==> src/hw/ots_pkg.sv <==
// Constants shared by the fast oscillator trim and spread-spectrum block.
//
// Notes on behaviour
// - A sweep rate of zero turns spreading off and sends the fine trim value to the oscillator unchanged.
// - The amplitude code selects the largest offset, 11 for 32, 10 for 16, 01 for 8 and 00 for 4.
// - The sweep rate gives the number of oscillator cycles between two update ticks; the offset moves on every second tick.
// - A full sweep lasts four times the rate times twice the amplitude plus one cycles.
// - While spreading, the oscillator code is the fine trim plus the current offset, within the amplitude.
// - The swept code saturates at 0 and 255 and never wraps.
// - The fine trim value resets to 0x80, and a larger value means a lower frequency.
// - The coarse range field picks the range, 11 highest, then 10, 01, and 00 lowest.
// - The coarse trim register resets to 0x01 and takes writes only while trim protection is lifted.
// - The oscillator goes to standby while the processor is in stop or sleep and runs again on wake.
package ots_pkg;

    // *****************************************************************
    // Register indices and byte addresses
    // *****************************************************************
    localparam logic [15:0] IDX_COARSE = 16'ha001;
    localparam logic [15:0] IDX_FINE = 16'ha002;
    localparam logic [15:0] IDX_STATUS = 16'ha003;
    localparam logic [15:0] IDX_UNLOCK = 16'ha004;
    localparam logic [31:0] ADDR_COARSE = {14'h0000, IDX_COARSE, 2'b00};
    localparam logic [31:0] ADDR_FINE = {14'h0000, IDX_FINE, 2'b00};
    localparam logic [31:0] ADDR_STATUS = {14'h0000, IDX_STATUS, 2'b00};
    localparam logic [31:0] ADDR_UNLOCK = {14'h0000, IDX_UNLOCK, 2'b00};

    // *****************************************************************
    // Field positions
    // *****************************************************************
    localparam int RATE_LSB = 4;
    localparam int AMP_LSB = 2;
    localparam int RANGE_LSB = 0;
    localparam int UNLOCK_BIT = 0;

    // *****************************************************************
    // Reset values and sweep constants
    // *****************************************************************
    localparam logic [7:0] COARSE_RESET = 8'h01;
    localparam logic [7:0] FINE_RESET = 8'h80;
    localparam logic [6:0] AMP_BASE = 7'h04;
    localparam logic [7:0] CODE_MAX = 8'hff;
    localparam logic [7:0] CODE_MIN = 8'h00;

endpackage

==> src/hw/ots_osc_trim.sv <==
// Trim registers, spread-spectrum sweep and standby control of the fast oscillator.
//
// Chosen here: the APB register port.
`timescale 1ns/100ps

module ots_osc_trim (
    input wire logic pclk,
    input wire logic presetn,
    input wire logic psel,
    input wire logic penable,
    input wire logic pwrite,
    input wire logic [31:0] paddr,
    input wire logic [31:0] pwdata,
    output logic [31:0] prdata,
    output logic pready,
    output logic pslverr,
    input wire logic cpu_stop,
    input wire logic cpu_sleep,
    output logic [7:0] oscillator_control_code,
    output logic [1:0] coarse_range_field,
    output logic osc_standby
);

    // *****************************************************************
    // State
    // *****************************************************************
    typedef struct packed {
        logic [7:0] coarse_trim_reg;
        logic [7:0] fine_trim_value;
        logic trim_block_protection_off;
        logic [3:0] timer;
        logic phase;
        logic dir_up;
        logic signed [6:0] offset;
        logic [7:0] code;
        logic [1:0] range;
        logic standby;
        logic [31:0] rdata;
        logic ready;
        logic slverr;
    } ots_state_t;

    ots_state_t s;
    ots_state_t next_s;

    logic [3:0] sweep_rate_field;
    logic [1:0] sweep_amplitude_field;
    logic ss_on;
    logic tick;
    logic signed [7:0] amp;
    logic signed [9:0] sum;
    logic setup;
    logic access;
    logic hit;
    logic guarded;

    assign sweep_rate_field = s.coarse_trim_reg[ots_pkg::RATE_LSB +: 4];
    assign sweep_amplitude_field = s.coarse_trim_reg[ots_pkg::AMP_LSB +: 2];
    assign ss_on = (sweep_rate_field != 4'h0);
    // The amplitude doubles with each code step, from 4 up to 32.
    assign amp = signed'({1'b0, ots_pkg::AMP_BASE << sweep_amplitude_field});
    // The timer is compared with greater-or-equal so that a lowered rate never strands it.
    assign tick = ss_on && !s.standby && (s.timer >= sweep_rate_field - 4'h1);
    assign sum = signed'({2'b00, s.fine_trim_value}) + 10'(s.offset);
    assign setup = psel && !penable;
    assign access = psel && penable && s.ready;
    assign hit = (paddr == ots_pkg::ADDR_COARSE) || (paddr == ots_pkg::ADDR_FINE) ||
                 (paddr == ots_pkg::ADDR_STATUS) || (paddr == ots_pkg::ADDR_UNLOCK);
    assign guarded = (paddr == ots_pkg::ADDR_COARSE) || (paddr == ots_pkg::ADDR_FINE);

    // *****************************************************************
    // Next state
    // *****************************************************************
    always_comb begin
        next_s = s;

        // The oscillator halts with the processor and restarts on wake.
        next_s.standby = cpu_stop || cpu_sleep;

        if (!ss_on) begin
            next_s.timer = 4'h0;
            next_s.phase = 1'b0;
            next_s.dir_up = 1'b1;
            next_s.offset = 7'sd0;
        end else if (tick) begin
            next_s.timer = 4'h0;
            // Each slot is two update intervals, so one sweep is 4*rate*(2*amp+1) cycles.
            next_s.phase = !s.phase;
            if (s.phase) begin
                // Turning at a peak uses one slot, so each peak is held for two slots.
                if (s.dir_up) begin
                    if (s.offset >= amp) begin
                        next_s.dir_up = 1'b0;
                    end else begin
                        next_s.offset = s.offset + 7'sd1;
                    end
                end else begin
                    if (s.offset <= -amp) begin
                        next_s.dir_up = 1'b1;
                    end else begin
                        next_s.offset = s.offset - 7'sd1;
                    end
                end
            end
        end else if (!s.standby) begin
            next_s.timer = s.timer + 4'h1;
        end

        // A lowered amplitude pulls the offset in at once rather than after a long walk back.
        if (next_s.offset > amp) begin
            next_s.offset = 7'(amp);
        end else if (next_s.offset < -amp) begin
            next_s.offset = 7'(-amp);
        end

        if (!ss_on) begin
            next_s.code = s.fine_trim_value;
        end else if (sum < 10'sd0) begin
            next_s.code = ots_pkg::CODE_MIN;
        end else if (sum > 10'sd255) begin
            next_s.code = ots_pkg::CODE_MAX;
        end else begin
            next_s.code = sum[7:0];
        end
        next_s.range = s.coarse_trim_reg[ots_pkg::RANGE_LSB +: 2];

        // The slave answers in the cycle after setup; an error is decided at setup too.
        next_s.ready = setup;
        if (setup) begin
            next_s.slverr = !hit || (pwrite && guarded && !s.trim_block_protection_off);
            if (pwrite || !hit) begin
                next_s.rdata = 32'h0000_0000;
            end else if (paddr == ots_pkg::ADDR_COARSE) begin
                next_s.rdata = {24'h00_0000, s.coarse_trim_reg};
            end else if (paddr == ots_pkg::ADDR_FINE) begin
                next_s.rdata = {24'h00_0000, s.fine_trim_value};
            end else if (paddr == ots_pkg::ADDR_STATUS) begin
                next_s.rdata = {15'h0000, s.dir_up, 8'(s.offset), s.code};
            end else begin
                next_s.rdata = {31'h0000_0000, s.trim_block_protection_off};
            end
        end else if (access) begin
            next_s.slverr = 1'b0;
            next_s.rdata = 32'h0000_0000;
        end

        // Writes land only at the completing edge and only when the setup found no fault.
        if (access && pwrite && !s.slverr) begin
            if (paddr == ots_pkg::ADDR_COARSE) begin
                next_s.coarse_trim_reg = pwdata[7:0];
            end else if (paddr == ots_pkg::ADDR_FINE) begin
                next_s.fine_trim_value = pwdata[7:0];
            end else if (paddr == ots_pkg::ADDR_UNLOCK) begin
                next_s.trim_block_protection_off = pwdata[ots_pkg::UNLOCK_BIT];
            end
        end
    end

    // *****************************************************************
    // Registers
    // *****************************************************************
    always_ff @(posedge pclk or negedge presetn) begin
        if (!presetn) begin
            s.coarse_trim_reg <= ots_pkg::COARSE_RESET;
            s.fine_trim_value <= ots_pkg::FINE_RESET;
            s.trim_block_protection_off <= 1'b0;
            s.timer <= 4'h0;
            s.phase <= 1'b0;
            s.dir_up <= 1'b1;
            s.offset <= 7'sd0;
            s.code <= ots_pkg::FINE_RESET;
            s.range <= ots_pkg::COARSE_RESET[1:0];
            s.standby <= 1'b0;
            s.rdata <= 32'h0000_0000;
            s.ready <= 1'b0;
            s.slverr <= 1'b0;
        end else begin
            s <= next_s;
        end
    end

    assign prdata = s.rdata;
    assign pready = s.ready;
    assign pslverr = s.slverr;
    assign oscillator_control_code = s.code;
    assign coarse_range_field = s.range;
    assign osc_standby = s.standby;

    // *****************************************************************
    // Assertions
    // *****************************************************************
    property p_bypass;
        @(posedge pclk) disable iff (!presetn)
        !ss_on |=> (oscillator_control_code == $past(s.fine_trim_value));
    endproperty
    a_bypass: assert property (p_bypass) else $error("code differs from fine trim with sweep off");

    property p_amp_bound;
        @(posedge pclk) disable iff (!presetn)
        1'b1 |=> ((8'(s.offset) <= $past(amp)) && (8'(s.offset) >= -$past(amp)));
    endproperty
    a_amp_bound: assert property (p_amp_bound) else $error("sweep offset beyond amplitude");

    property p_step_hold;
        @(posedge pclk) disable iff (!presetn)
        (ss_on && !tick && $stable(s.coarse_trim_reg)) |=> $stable(s.offset);
    endproperty
    a_step_hold: assert property (p_step_hold) else $error("offset moved between updates");

    property p_half_slot;
        @(posedge pclk) disable iff (!presetn)
        (tick && !s.phase && $stable(s.coarse_trim_reg)) |=> ($stable(s.offset) && s.phase);
    endproperty
    a_half_slot: assert property (p_half_slot) else $error("offset moved on first half of a slot");

    property p_sum;
        @(posedge pclk) disable iff (!presetn)
        (ss_on && sum >= 10'sd0 && sum <= 10'sd255) |=> (oscillator_control_code == $past(sum[7:0]));
    endproperty
    a_sum: assert property (p_sum) else $error("swept code is not trim plus offset");

    property p_clip_lo;
        @(posedge pclk) disable iff (!presetn)
        (ss_on && sum < 10'sd0) |=> (oscillator_control_code == 8'h00);
    endproperty
    a_clip_lo: assert property (p_clip_lo) else $error("swept code wrapped below zero");

    property p_clip_hi;
        @(posedge pclk) disable iff (!presetn)
        (ss_on && sum > 10'sd255) |=> (oscillator_control_code == 8'hff);
    endproperty
    a_clip_hi: assert property (p_clip_hi) else $error("swept code wrapped above 255");

    property p_range;
        @(posedge pclk) disable iff (!presetn)
        1'b1 |=> (coarse_range_field == $past(s.coarse_trim_reg[1:0]));
    endproperty
    a_range: assert property (p_range) else $error("coarse range output lags the register");

    property p_protect;
        @(posedge pclk) disable iff (!presetn)
        (access && pwrite && guarded && !s.trim_block_protection_off) |=>
            ($stable(s.coarse_trim_reg) && $stable(s.fine_trim_value));
    endproperty
    a_protect: assert property (p_protect) else $error("protected trim register was written");

    property p_standby;
        @(posedge pclk) disable iff (!presetn)
        (cpu_stop || cpu_sleep) |=> osc_standby;
    endproperty
    a_standby: assert property (p_standby) else $error("oscillator not held in standby");

    // A stopped oscillator has no cycles, so the sweep must resume exactly where it paused.
    property p_frozen;
        @(posedge pclk) disable iff (!presetn)
        (osc_standby && ss_on && $stable(s.coarse_trim_reg)) |=>
            ($stable(s.timer) && $stable(s.offset));
    endproperty
    a_frozen: assert property (p_frozen) else $error("sweep moved during standby");

    property p_wake;
        @(posedge pclk) disable iff (!presetn)
        !(cpu_stop || cpu_sleep) |=> !osc_standby;
    endproperty
    a_wake: assert property (p_wake) else $error("oscillator stayed in standby after wake");

    property p_triangle;
        @(posedge pclk) disable iff (!presetn)
        (ss_on && $stable(s.coarse_trim_reg)) |=>
            ((s.offset == $past(s.offset)) || (s.offset == $past(s.offset) + 7'sd1) ||
             (s.offset == $past(s.offset) - 7'sd1));
    endproperty
    a_triangle: assert property (p_triangle) else $error("offset jumped by more than one");

    property p_off_rest;
        @(posedge pclk) disable iff (!presetn)
        !ss_on |=> ((s.offset == 7'sd0) && s.dir_up);
    endproperty
    a_off_rest: assert property (p_off_rest) else $error("sweep state not at rest with sweep off");

    property p_turn_top;
        @(posedge pclk) disable iff (!presetn)
        (tick && s.phase && s.dir_up && (s.offset >= amp) && $stable(s.coarse_trim_reg)) |=>
            (!s.dir_up && $stable(s.offset));
    endproperty
    a_turn_top: assert property (p_turn_top) else $error("sweep did not turn at the top");

    property p_turn_bottom;
        @(posedge pclk) disable iff (!presetn)
        (tick && s.phase && !s.dir_up && (s.offset <= -amp) && $stable(s.coarse_trim_reg)) |=>
            (s.dir_up && $stable(s.offset));
    endproperty
    a_turn_bottom: assert property (p_turn_bottom) else $error("sweep did not turn at the bottom");

    property p_timer_count;
        @(posedge pclk) disable iff (!presetn)
        (ss_on && !tick && !s.standby) |=> (s.timer == $past(s.timer) + 4'h1);
    endproperty
    a_timer_count: assert property (p_timer_count) else $error("update timer did not count");

    property p_guard_err;
        @(posedge pclk) disable iff (!presetn)
        (setup && pwrite && guarded && !s.trim_block_protection_off) |=> pslverr;
    endproperty
    a_guard_err: assert property (p_guard_err) else $error("protected write not refused");

    property p_coarse_write;
        @(posedge pclk) disable iff (!presetn)
        (access && pwrite && (paddr == ots_pkg::ADDR_COARSE) && !s.slverr) |=>
            (s.coarse_trim_reg == $past(pwdata[7:0]));
    endproperty
    a_coarse_write: assert property (p_coarse_write) else $error("coarse write did not land");

    property p_fine_write;
        @(posedge pclk) disable iff (!presetn)
        (access && pwrite && (paddr == ots_pkg::ADDR_FINE) && !s.slverr) |=>
            (s.fine_trim_value == $past(pwdata[7:0]));
    endproperty
    a_fine_write: assert property (p_fine_write) else $error("fine trim write did not land");

endmodule

==> config.mk <==
export PLATFORM = sky130hd
export DESIGN_NAME = ots_osc_trim
export DESIGN_NICKNAME = d
export VERILOG_FILES = /design/src/hw/ots_pkg.sv /design/src/hw/ots_osc_trim.sv
export SDC_FILE = /design/constraint.sdc
export NUM_CORES = 1
export LEC_CHECK = 0
export BUFFER_PORTS_ARGS = -buffer_cell sky130_fd_sc_hd__buf_2
export CAP_MARGIN = 20
export CORE_UTILIZATION = 40
export DETAILED_ROUTE_END_ITERATION = 16
export PLACE_DENSITY = 0.71
export SKIP_CTS_REPAIR_TIMING = 1
export SLEW_MARGIN = 20
export SYNTH_ARGS = -nofsm -noshare
export SYNTH_HDL_FRONTEND = slang
export SYNTH_SLANG_ARGS = --single-unit
export TNS_END_PERCENT = 5
==> constraint.sdc <==
create_clock -name pclk -period 6.4 [get_ports pclk]
set_clock_uncertainty 0.1 [all_clocks]
set_input_delay 0.96 -clock pclk [delete_from_list [all_inputs] [get_ports pclk]]
set_output_delay 0.96 -clock pclk [all_outputs]
set_load 0.02 [all_outputs]
# ---- Word-level counts from Yosys, hierarchy flattened
# Index checks and enable logic that the tools add are counted.
dict set report totals {
  out_inout_bits 45
  ff_bits 75
  elab_cells 86
  input_bits 71
}
dict set report op_classes {
  n_addsub 6
  mux 23
  bitwise_logic 2
  shift 1
  n_eq_ne 7
  n_reduce_logical 27
  order_cmp 7
}
# operator count
set ops {}
lappend ops {{equality test 32 x 18 -> 1 bit (second input constant)} 4}
lappend ops {{two-way mux 17 bit} 4}
lappend ops {{two-way mux 32 bit} 2}
lappend ops {{two-way mux 8 bit} 5}
lappend ops {{two-way mux 7 bit} 4}
lappend ops {{two-way mux 13 bit} 1}
lappend ops {{adder 9 x 7 -> 10 bit} 1}
lappend ops {{> comparator 10 x 9 -> 1 bit (second input constant)} 1}
lappend ops {{less-than comparator 10 x 1 -> 1 bit (second input constant)} 1}
lappend ops {{logical AND 1 bit} 9}
lappend ops {{two-way mux 9 bit} 1}
lappend ops {{>= comparator 7 x 8 -> 1 bit} 1}
lappend ops {{> comparator 7 x 8 -> 1 bit} 1}
lappend ops {{less-or-equal comparator 7 x 8 -> 1 bit} 1}
lappend ops {{less-than comparator 7 x 8 -> 1 bit} 1}
lappend ops {{two-way mux 4 bit} 2}
lappend ops {{negator 7 -> 8 bit} 1}
lappend ops {{adder 7 x 2 -> 7 bit (second input constant)} 1}
lappend ops {{<< shifter 3 x 2 -> 7 bit (first input constant)} 1}
lappend ops {{subtractor 7 x 2 -> 7 bit (second input constant)} 1}
lappend ops {{zero test 1 bit} 6}
lappend ops {{logical OR 1 bit} 6}
lappend ops {{adder 4 x 1 -> 4 bit (second input constant)} 1}
lappend ops {{>= comparator 4 bit} 1}
lappend ops {{other kinds (11)} 16}

# ---- Longest topological paths before layout
# Gate-level depths: netlist of the first run.
dict set report logic_depth {
  depth_word 11
  mapped_depth 23
  depth_no_buf 22
}

# ---- Worst setup path before layout of the first run
# No wires, ideal clock.
dict set report synth_path {
  path_kind {register to register}
  startpoint {register s[70] (netlist name)}
  endpoint {register s[49] (netlist name)}
  n_path_buf 1
  path_stages_with_launch 22
  synth_period_minus_slack_ns 4.474
  path_slack_ns 1.926
  arrival_ns 4.281
  required_time_ns 6.206
  setup_time_ns 0.094
  path_cell_list {dfrtp_1 -> buf_4 -> or2_2 -> ha_1 -> inv_1 -> nor2_1 -> ha_1 -> and3_1 -> o221ai_2 -> a2111oi_4 -> nor2_1 -> nor3_1 -> xnor2_1 -> nor2_1 -> ha_1 -> o21a_1 -> o21a_1 -> o21a_1 -> o21ai_0 -> a31oi_2 -> nor2b_1 -> a221oi_2}
}
# item line
set synth_rtl {}
lappend synth_rtl {{start, declared} ots_osc_trim.sv:43} ;# ots_state_t s;
lappend synth_rtl {{start signal, assigned} ots_osc_trim.sv:178} ;# s <= next_s;

==> Implementation_results.wiki, run 1 <==
{| class="wikitable"
! Metric !! Value
|-
| Outcome || complete, no violations
|-
| Parity-gate share of the synthesized area counting xor and xnor cells || 2.610%
|-
| Remaining antenna violation count || 0
|-
| Starting DRC count in detailed routing || 247
|-
| Final hold slack || 0.2808 ns
|-
| Reg-to-Reg End || s[49]$_DFF_PN0_
|-
| Pwr/cell area || 167.5 nW/um^2
|-
| Post-synthesis share of cell area spent on and, or, nand and nor gates || 16.38%
|-
| Total number of clock tree sinks || 59
|-
| EDFF count, synth || 0
|-
| Die footprint || 11330 um^2
|-
| H-tree lvl count || 3
|-
| Number of placement rows || 37
|-
| Die extent in y || 106.4 um
|-
| Final setup violation count || 0
|-
| Share of the synthesized area in the top cell type || 30.97%
|-
| Multiplexer share of the synthesized area || 6.108%
|-
| Area of the placeable core || 10460 um^2
|-
| Critical path required time || 6.55 ns
|-
| Effective utilization at floorplan || 41.70%
|-
| Share of cells above drive strength 1 || 28.23%
|-
| Number of top-level pins || 116
|-
| Largest family of logic cells by synthesized area || compound AO/OA/AOI/OAI gates
|-
| Most common cell after layout, fill and taps aside || buf_2
|-
| Final Slew Violations || 0
|-
| Clock latency at the later pin of the worst-skew pair || 0.34 ns
|-
| Netlist cell types || 72
|-
| Final wirelength || 9.800 mm
|-
| Final Hold Violating Endpoints || 0
|-
| Leading cell types in the layout, fill and taps excluded || buf_2 (76), dfrtp_1 (54), ha_1 (37)
|-
| Die Wd || 106.4 um
|-
| Final-stage net count || 607
|-
| Share of the clock period used by the worst path after layout || 79.29%
|-
| Number of warnings reported in the yosys synthesis log || 0
|-
| F_max || 197.1 MHz
|-
| Met2 layer wire length in the routed design || 4.815 mm
|-
| Maximum ir drop on the vdd rail || 0.09404 mV
|-
| Worst R2R Setup Slack || 1.33 ns
|-
| Root Driver || clkbuf_8
|-
| Post-Synth Adder-Cell Area || 11.30%
|-
| Overflow left after global routing || 0
|-
| Clk pin slew, worst setup/hold paths || 0.07 ns
|-
| CTS tree || done
|-
| Top layer reached by signal wires || met4
|-
| Worst Hold End || coarse_range_field[0]$_DFF_PN1_
|-
| Post-layout min period || 5.074 ns
|-
| Count of state elements after synthesis || 59
|-
| Average footprint of a synthesized cell || 9.760 um^2
|-
| Start point of the worst hold path || next_s[35]$_DFFE_PN1P_
|-
| Wire per inst || 15.34 um
|-
| Post-route met1 wirelength || 4.297 mm
|-
| Endpoint type of the worst setup path || flop
|-
| Maximum number of pins on one net before global-route repair || 60
|-
| TNS Setup || 0 ns
|-
| Routed wl met3 || 550 um
|-
| Ratio of routed vias to standard cells || 5.463
|-
| Cell area after synthesis || 4363 um^2
|-
| Leading register cell type out of synthesis || dfrtp_1
|-
| Sequential cell area fraction in the yosys report || 33.98%
|-
| Total via count in the routed design || 3491
|-
| Hold depth || 0
|-
| Bufs on Longest Clock Path || 2
|-
| Layout overhead on the synthesized area || 10.44%
|-
| Final weighted congestion in routability-driven placement || 0.8661
|-
| Synthesized instance count || 447
|-
| HPWL after detailed placement || 7.422 mm
|-
| RSZ-0062 raised after global routing || false
|-
| Number of clock buffers inserted by TritonCTS || 9
|-
| Cell count of the worst reg-to-reg path || 20
|-
| Start of the worst register-to-register path || s[70]$_DFFE_PN0P_
|-
| Worst Setup Path Type || flop to flop
|-
| Vias in the first global route || 3471
|-
| Total global-route track usage || 17.95%
|-
| Global-route wire length before repair || 16.33 mm
|-
| DRC || 0
|-
| Transition at the pin with the smallest max-transition slack || 1.072 ns
|-
| Static leakage || 0.002398 uW
|-
| Maximum fanout count along the critical path || 13
|-
| Setup crit start kind || flop
|-
| Arrival time of the worst setup path || 5.22 ns
|-
| Cell accounting for the most synthesized area || dfrtp_1
|-
| Biggest area contributors in the synthesized netlist || dfrtp_1 (31%), ha_1 (11%), buf_4 (7.4%)
|-
| Compound-cell area share of the yosys netlist || 18.87%
|-
| Antenna violations before repair || 0
|-
| Type of the tightest min-delay check || flop to flop
|-
| Count of max-cap constraint violations || 0
|-
| 1st-pass router iterations || 4
|-
| Worst max-slew margin expressed relative to the limit || 27.90%
|-
| Async set-or-reset flop fraction in the synthesized netlist || 100.0%
|-
| Diodes inserted || 0
|-
| Port bufs || 76
|}
layout make-up:
type                    instances  area [um^2]
multi-input cells             330         2492
well taps                     136        170.2
fillers                       990         5644
inverters                      20        75.07
repair buffers                 78        395.4
clock inverters                 6        65.06
clock buffers                  10        137.6
flip-flops and latches         59         1483
how the worst max path moves through the flow:
stage | endpoint | slack [ns] | startpoint | cells past startpoint
floorplan | s[49]$_DFF_PN0_ | 1.93 | s[70]$_DFFE_PN0P_ | 21
CTS | s[49]$_DFF_PN0_ | 1.38 | s[70]$_DFFE_PN0P_ | 20
global route | s[49]$_DFF_PN0_ | 0.98 | s[70]$_DFFE_PN0P_ | 20
global placement | s[47]$_DFF_PN0_ | 1.48 | s[70]$_DFFE_PN0P_ | 16
detailed placement | s[46]$_DFF_PN0_ | 1.40 | s[70]$_DFFE_PN0P_ | 21
finish | s[49]$_DFF_PN0_ | 1.33 | s[70]$_DFFE_PN0P_ | 20
synthesized netlist by cell type, types with 5 or more instances:
cell type / count
o21ai_0: 13
o21a_1: 9
inv_1: 20
mux2_2: 21
dfrtp_1: 54
a22oi_1: 8
nor2_1: 33
ha_1: 37
nor3_1: 8
clkbuf_1: 7
nand2_1: 32
nor2b_1: 9
a22o_1: 8
buf_4: 43
nor4_1: 6
dfstp_2: 5
a221o_1: 8
a21oi_1: 17
nand3_1: 10
xnor2_1: 9
metal layers:
metal | GRT usage, % | up-vias
li1 | - | 1666
met1 | 22.08 | 1683
met2 | 31.45 | 129
met3 | 4.414 | 13
met4 | 4.305 | 0
met5 | 0 | -
kinds of logic (layout without fill, tap and decap cells):
logic type,Yosys count,after routing
AO/OA/AOI/OAI,100,100
other,1,19
AND/OR/NAND/NOR,135,135
flip-flops,59,59
buffers and inverters,76,114
adder cells (fa/ha/maj),39,39
XOR/XNOR,13,13
multiplexers,24,24
stage by stage:
step,util [%],std cells,total power (uW),worst slack (ns),cell area (um^2)
2_1_floorplan,-,465,440.6,1.926,4431
3_3_place_gp,44.07,623,463.2,1.479,4611
3_5_place_dp,44.07,623,465.7,1.400,4611
4_1_cts,46.01,639,811.9,1.377,4813
5_1_grt,46.05,639,840.1,0.9803,4818
6_report,46.05,639,807.0,1.326,4818
registers in the layout, indices dropped and copies added, names as in the netlist:
| name | cells |
|---|---|
| coarse_range_field | 2 |
| prdata | 16 |
| osc_standby | 1 |
| s | 28 |
| pready | 1 |
| oscillator_control_code | 8 |
| pslverr | 1 |
| next_s | 2 |
where the power goes:
group / total (uW) / switching, uW / leakage (uW) / internal [uW]
combinational: 76.1 / 47.6 / 0.00151 / 28.5
clock: 347 / 157 / 0.000102 / 190
sequential: 384 / 7.77 / 0.000788 / 376
total: 807 / 212 / 0.00240 / 594
worst max-delay path, cell delays in order, from the launching register on:
cell and delay (ns):
dfrtp_1 0.53, or2_2 0.39, ha_1 0.21, inv_1 0.06
nor2_1 0.06, ha_1 0.36, and3_1 0.23, o221ai_2 0.18
a2111oi_4 0.51, nor2_1 0.10, nor3_1 0.25, xnor2_1 0.10
nor2_1 0.20, ha_1 0.29, o21a_1 0.18, o21a_1 0.16
o21a_1 0.16, o21ai_0 0.19, a31oi_2 0.25, nor2b_1 0.21
a221oi_2 0.22
Power figures use the tool's default switching activity.
==> run 2, diff against run 1 <==
Settings changed: ABC_AREA set to 1, PLACE_DENSITY 0.71 to 0.73.
Clock period 6.4 ns to 4.3 ns, I/O delays scaled along.
==> Implementation_results.wiki, run 2 <==
{| class="wikitable"
! Metric !! Value
|-
| Layout overhead on the synthesized area || 15.64%
|-
| Synthesized instance count || 604 (+35%)
|-
| Cell area after synthesis || 4536 um^2 (+4.0%)
|-
| Number of warnings reported in the yosys synthesis log || 0 (unchanged)
|-
| Total cell area at the placement stage || 4886 um^2 (+6.0%)
|-
| Part of the power in combinational logic || 9.2% (-0.2 points)
|-
| Static leakage || 0.002840 uW (+18%)
|-
| Starting DRC count in detailed routing || 203 (-18%)
|-
| Post-layout min period || 3.987 ns (-1.087 ns)
|-
| H-tree lvl count || 3 (unchanged)
|-
| Internal Power || 1050 uW (+77%)
|-
| HPWL after detailed placement || 8.481 mm (+14%)
|-
| CTS tree || done
|-
| Maximum number of pins on one net before global-route repair || 40 (-33%)
|-
| Vias in the first global route || 3980 (+15%)
|-
| Most common cell on crit path || nand2_1
|-
| Final wirelength || 11.11 mm (+13%)
|-
| Highest-delay cell along the critical path || dfrtp_2
|-
| Async set-or-reset flop fraction in the synthesized netlist || 100.0% (unchanged)
|-
| Final-stage net count || 782 (+29%)
|-
| Buf/Inv on CP || 5 (+4)
|-
| Most common cell after layout, fill and taps aside || nand2_1
|-
| Count of max-cap constraint violations || 0 (unchanged)
|-
| Netlist cell types || 49 (-32%)
|-
| Post-route met1 wirelength || 4.663 mm (+8.5%)
|-
| Share of cells above drive strength 1 || 23.75% (-4.5 points)
|-
| Sequential cell area fraction in the yosys report || 32.69% (-1.3 points)
|-
| Met2 layer wire length in the routed design || 5.438 mm (+13%)
|-
| Port bufs || 76 (unchanged)
|-
| Post-layout power || 1408 uW (+75%)
|-
| Share of the synthesized area in the top cell type || 29.79% (-1.2 points)
|-
| Share of the clock period used by the worst path after layout || 92.73% (+13 points)
|-
| Most frequent cells after synthesis || nand2_1 (159), inv_1 (64), dfrtp_1 (54)
|-
| Arrival time of the worst setup path || 4.09 ns (-1.13 ns)
|-
| Final setup margin || 0.3126 ns (-1.013 ns)
|-
| Transition at the pin with the smallest max-transition slack || 0.9394 ns (-0.1330 ns)
|-
| Number of clock buffers inserted by TritonCTS || 9 (unchanged)
|-
| Proportion of power drawn by the clock network || 50.5% (+7.5 points)
|-
| Final setup violation count || 0 (unchanged)
|-
| Area of the placeable core || 10940 um^2 (+4.5%)
|-
| Remaining antenna violation count || 0 (unchanged)
|-
| Net switching component of the power || 357.8 uW (+68%)
|-
| F_max || 250.8 MHz (+27%)
|-
| Leading register cell type out of synthesis || dfrtp_1
|-
| Clk pin slew, worst setup/hold paths || 0.06 ns (about the same)
|-
| EDFF count, synth || 0 (unchanged)
|-
| Antenna violations before repair || 0 (unchanged)
|-
| Wire per inst || 13.58 um (-11%)
|-
| Worst Setup Path Type || flop to flop
|-
| Total via count in the routed design || 4171 (+19%)
|-
| Root Driver || clkbuf_16
|-
| Cell accounting for the most synthesized area || dfrtp_1
|-
| Largest Register || s
|-
| Bufs on Longest Clock Path || 2 (unchanged)
|-
| Effective utilization at floorplan || 41.48% (-0.22 points)
|-
| Switching part of the total || 25.41% (-0.93 points)
|-
| Setup Slack @ Placement || 0.1973 ns (-1.203 ns)
|-
| Type of the tightest min-delay check || flop to flop
|-
| Total number of clock tree sinks || 59 (unchanged)
|-
| Maximum fanout count along the critical path || 6 (-7)
|-
| Ratio of routed vias to standard cells || 5.099 (-6.7%)
|-
| DRC || 0 (unchanged)
|-
| Top delay family on crit path || simple AND/OR/NAND/NOR gates
|-
| Leading cell types in the layout, fill and taps excluded || nand2_1 (159), buf_2 (76), inv_1 (63)
|-
| 1st-pass router iterations || 5 (+1)
|-
| Pwr/cell area || 268.5 nW/um^2 (+60%)
|-
| Setup crit start kind || flop
|-
| Number of flip-flops under the largest register name || 28 (unchanged)
|-
| Clock latency at the later pin of the worst-skew pair || 0.33 ns (about the same)
|-
| Die Wd || 108.5 um (+1.9%)
|-
| Diodes inserted || 0 (unchanged)
|-
| Die footprint || 11770 um^2 (+3.9%)
|-
| Critical path required time || 4.40 ns (-2.15 ns)
|-
| Number of placement rows || 38 (+2.7%)
|-
| Routed wl met3 || 726 um (+32%)
|-
| Global-route wire length before repair || 18.33 mm (+12%)
|-
| Number of top-level pins || 116 (unchanged)
|-
| Overflow left after global routing || 0 (unchanged)
|-
| Final Hold Violating Endpoints || 0 (unchanged)
|-
| Total global-route track usage || 20.03% (+2.1 points)
|-
| Worst max-slew margin expressed relative to the limit || 37.38% (+9.5 points)
|-
| Stage delay of the slowest cell on the critical path || 0.41 ns (-0.12 ns)
|-
| Cell with the most instances after synthesis || nand2_1
|-
| Count of state elements after synthesis || 59 (unchanged)
|-
| Die extent in y || 108.5 um (+1.9%)
|-
| Top layer reached by signal wires || met4
|-
| Final Slew Violations || 0 (unchanged)
|-
| Maximum ir drop on the vdd rail || 0.1528 mV (+63%)
|-
| Endpoint type of the worst setup path || flop
|-
| Fraction of power consumed by sequential logic || 40.3% (-7.2 points)
|-
| Average footprint of a synthesized cell || 7.509 um^2 (-23%)
|-
| Outcome || complete, no violations
|-
| Biggest area contributors in the synthesized netlist || dfrtp_1 (30%), nand2_1 (13%), ha_1 (10%)
|-
| Final weighted congestion in routability-driven placement || 0.9391 (+8.4%)
|-
| Final instance area || 5245 um^2 (+8.9%)
|}
[run 2: cell types whose count changed after synthesis, moves of 9 or more]
cell / before / now
inv_1: 20 / 64
mux2_2: 21 / 0
nand2_1: 32 / 159
nand3_1: 10 / 33
nand4_1: 4 / 18
nor2b_1: 9 / 0
o21a_1: 9 / 0
o21ai_1: 1 / 28
[run 2: cells by family (layout without fill, tap and decap cells)]
family | Yosys count | count (layout) | synth area share (%)
xor+xnor | 11 | 11 | 2.124
other cells | 1 | 19 | 0.08268
mux | 1 | 1 | 0.2207
simple gates | 297 | 297 | 30.70
compound gates | 76 | 76 | 9.986
buf+inv | 121 | 177 | 13.54
flops | 59 | 59 | 32.69
fa+ha+maj | 38 | 38 | 10.65
[run 2: layout make-up]
| class | instances | area [um^2] |
|---|---|---|
| fillers | 1061 | 5690 |
| multi-input cells | 442 | 2539 |
| flip-flops and latches | 59 | 1485 |
| repair buffers | 90 | 485.5 |
| inverters | 71 | 266.5 |
| clock buffers | 9 | 225.2 |
| well taps | 140 | 175.2 |
| clock inverters | 7 | 68.82 |
[run 2: metal layers]
layer	up-vias	track usage, %
met3	24	4.039
met5	-	0
met4	0	7.625
met2	158	35.76
li1	2056	-
met1	1933	23.45
[run 2: power groups by stage]
stage | combinational, uW | clock (uW) | sequential (uW)
final | 129 | 711 | 568
after global routing | 147 | 747 | 568
after CTS | 130 | 723 | 568
after detailed placement | 129 | 0 | 577
after global placement | 125 | 0 | 577
after floorplan | 79.6 | 0 | 578
[run 2: final timing paths]
path,startpoint,to,slack [ns],depth (start not counted)
max,s[69]$_DFFE_PN0P_,s[51]$_DFF_PN0_,0.31,33
min,next_s[35]$_DFFE_PN1P_,coarse_range_field[0]$_DFF_PN1_,0.29,0
max reg2reg,s[69]$_DFFE_PN0P_,s[51]$_DFF_PN0_,0.31,33
min reg2reg,next_s[35]$_DFFE_PN1P_,coarse_range_field[0]$_DFF_PN1_,0.29,0
max in group asynchronous,presetn,s[52]$_DFFE_PN1P_,2.85,2
min in group asynchronous,presetn,prdata[3]$_DFFE_PN0P_,0.37,1
[run 2: metrics by stage]
step                hold WS, ns  util, %  cells  TNS (ns)
floorplan                0.2494        -    622         0
global route             0.2974    47.96    818   -0.3288
global placement         0.2771    44.68    798         0
CTS                      0.2881    47.37    814         0
finish                   0.2921    47.96    818         0
detailed placement       0.2798    44.68    798         0
==> run 3, diff against run 2 <==
Settings changed: HOLD_SLACK_MARGIN set to 0.08, PLACE_DENSITY 0.73 to 0.71, REMOVE_ABC_BUFFERS set to 1.
Clock period 4.3 ns to 4.83 ns, I/O delays scaled along.
==> Implementation_results.wiki, run 3 (same netlist as run 2, synthesis figures left out) <==
{| class="wikitable"
! Metric !! Value
|-
| Outcome || complete, no violations
|-
| Port bufs || 76 (unchanged)
|-
| Leading cell types in the layout, fill and taps excluded || nand2_1 (159), buf_2 (76), inv_1 (64)
|-
| Final instance area || 5127 um^2 (-2.2%)
|-
| Die footprint || 11770 um^2 (unchanged)
|-
| Clock latency at the later pin of the worst-skew pair || 0.34 ns (about the same)
|-
| Total global-route track usage || 19.91% (-0.13 points)
|-
| RSZ-0062 raised after global routing || false
|-
| Reg-to-Reg End || s[48]$_DFF_PN0_
|-
| Final hold slack || 0.3003 ns (+0.008255 ns)
|-
| Share of the clock period used by the worst path after layout || 87.61% (-5.1 points)
|-
| Static leakage || 0.002786 uW (-1.9%)
|-
| HPWL after detailed placement || 8.639 mm (+1.9%)
|-
| Maximum number of pins on one net before global-route repair || 60 (+50%)
|-
| Type of the tightest min-delay check || flop to flop
|-
| Vias in the first global route || 3889 (-2.3%)
|-
| Worst R2R Setup Slack || 0.60 ns (+0.29 ns)
|-
| Maximum ir drop on the vdd rail || 0.1557 mV (+1.9%)
|-
| Area of the placeable core || 10940 um^2 (unchanged)
|-
| TNS Setup || 0 ns (unchanged)
|-
| Bufs on Longest Clock Path || 2 (unchanged)
|-
| Worst max-slew margin expressed relative to the limit || 50.34% (+13 points)
|-
| Total via count in the routed design || 4105 (-1.6%)
|-
| Largest Register || s
|-
| Clk pin slew, worst setup/hold paths || 0.06 ns (about the same)
|-
| Final setup margin || 0.5983 ns (+0.2857 ns)
|-
| Diodes inserted || 0 (unchanged)
|-
| 1st-pass router iterations || 6 (+1)
|-
| Start of the worst register-to-register path || s[70]$_DFFE_PN0P_
|-
| Share of cells above drive strength 1 || 20.42% (-3.3 points)
|-
| Total cell area at the placement stage || 4826 um^2 (-1.2%)
|-
| Overflow left after global routing || 0 (unchanged)
|-
| Layout overhead on the synthesized area || 13.05%
|-
| Number of top-level pins || 116 (unchanged)
|-
| Maximum fanout count along the critical path || 7 (+1)
|-
| Effective utilization at floorplan || 41.48% (unchanged)
|-
| Global-route wire length before repair || 18.14 mm (-1.0%)
|-
| Setup Slack @ Placement || 0.5963 ns (+0.3990 ns)
|-
| Pwr/cell area || 246.6 nW/um^2 (-8.2%)
|-
| Timing startpoint of the critical path || s[70]$_DFFE_PN0P_
|-
| Number of placement rows || 38 (unchanged)
|-
| Final setup violation count || 0 (unchanged)
|-
| Critical path required time || 4.96 ns (+0.56 ns)
|-
| Total number of clock tree sinks || 59 (unchanged)
|-
| CTS tree || done
|-
| Arrival time of the worst setup path || 4.36 ns (+0.27 ns)
|-
| Antenna violations before repair || 0 (unchanged)
|-
| Final Hold Violating Endpoints || 0 (unchanged)
|-
| Post-layout min period || 4.232 ns (+0.2443 ns)
|-
| Starting DRC count in detailed routing || 226 (+11%)
|-
| Number of clock buffers inserted by TritonCTS || 9 (unchanged)
|-
| Final Slew Violations || 0 (unchanged)
|-
| Most common cell after layout, fill and taps aside || nand2_1
|-
| Last element of the critical path || s[48]$_DFF_PN0_
|-
| Root Driver || clkbuf_16
|-
| Final weighted congestion in routability-driven placement || 0.9382 (about the same)
|-
| Final wirelength || 11.02 mm (-0.80%)
|-
| Count of max-cap constraint violations || 0 (unchanged)
|-
| Die Wd || 108.5 um (unchanged)
|-
| H-tree lvl count || 3 (unchanged)
|-
| Cell count of the worst reg-to-reg path || 27 (-18%)
|-
| Final-stage net count || 770 (-1.5%)
|-
| Transition at the pin with the smallest max-transition slack || 0.7449 ns (-0.1945 ns)
|-
| F_max || 236.3 MHz (-5.8%)
|-
| DRC || 0 (unchanged)
|-
| Setup crit start kind || flop
|-
| Remaining antenna violation count || 0 (unchanged)
|-
| Ratio of routed vias to standard cells || 5.093 (-0.12%)
|-
| Number of flip-flops under the largest register name || 28 (unchanged)
|-
| Endpoint type of the worst setup path || flop
|-
| Wire per inst || 13.67 um (+0.68%)
|-
| Die extent in y || 108.5 um (unchanged)
|-
| Worst Setup Path Type || flop to flop
|}
run 3: changes by cell type in the layout (fill, tap and decap cells not counted), moves of 2 or more:
cell	delta
nor2_1	+8
nor2_2	-7
clkinv_2	-2
dfrtp_1	+2
dfrtp_2	-2
buf_4	-12
o21ai_2	-2
run 3: power breakdown:
part | internal [uW] | switching (uW) | leakage [uW] | total [uW]
sequential | 499 | 8.46 | 0.000783 | 507
clock | 401 | 248 | 0.000142 | 650
combinational | 36.2 | 71.1 | 0.00186 | 107
total | 936 | 328 | 0.00279 | 1260
run 3: stage by stage:
step | total power, uW | std cells | utilization, %
after CTS | 1272 | 806 | 46.89
final | 1264 | 806 | 46.89
after global placement | 620.0 | 790 | 44.13
after floorplan | 576.0 | 572 | -
after global routing | 1310 | 806 | 46.89
after detailed placement | 623.4 | 790 | 44.13
run 3: worst min path at each step:
stage | cells after the start | endpoint | slack [ns] | start
after floorplan | 0 | coarse_range_field[0]$_DFF_PN1_ | 0.26 | next_s[35]$_DFFE_PN1P_
after global placement | 0 | coarse_range_field[0]$_DFF_PN1_ | 0.27 | next_s[35]$_DFFE_PN1P_
after detailed placement | 0 | coarse_range_field[0]$_DFF_PN1_ | 0.29 | next_s[35]$_DFFE_PN1P_
after CTS | 0 | coarse_range_field[0]$_DFF_PN1_ | 0.29 | next_s[35]$_DFFE_PN1P_
after global routing | 0 | coarse_range_field[0]$_DFF_PN1_ | 0.30 | next_s[35]$_DFFE_PN1P_
final | 0 | coarse_range_field[0]$_DFF_PN1_ | 0.30 | next_s[35]$_DFFE_PN1P_
run 3: per-layer routing:
layer	track usage, %	up-vias	routed length [um]
li1	-	2039	-
met1	24.99	1905	4937
met2	33.14	135	5310
met3	3.978	26	523
met4	8.398	0	249
met5	0	-	0
run 3: cell type report:
| class | instances | area, um^2 |
|---|---|---|
| Fill cell | 1118 | 5808 |
| Multi-Input combinational cell | 442 | 2506 |
| Sequential cell | 59 | 1483 |
| Timing Repair Buffer | 78 | 395.4 |
| Inverter | 71 | 266.5 |
| Clock buffer | 9 | 225.2 |
| Tap cell | 140 | 175.2 |
| Clock inverter | 7 | 76.32 |
run 3: worst max-delay path, stage by stage (launching register included):
cell      delay (ns)
dfrtp_1         0.47
nor2_1          0.21
inv_1           0.11
ha_1            0.20
inv_1           0.05
nor2_1          0.07
ha_1            0.34
nand3_1         0.08
nor2_1          0.19
nand3_2         0.11
nand3_2         0.10
nand3_4         0.12
o21ai_1         0.19
nand4_1         0.15
and3_1          0.20
ha_1            0.28
nor2_1          0.14
o21bai_1        0.08
a21oi_1         0.13
nor2_1          0.05
o21ai_1         0.10
nand3_1         0.07
o21ai_0         0.10
inv_1           0.15
nand4_1         0.12
nand2_1         0.07
nand2_1         0.05
nand2_1         0.04
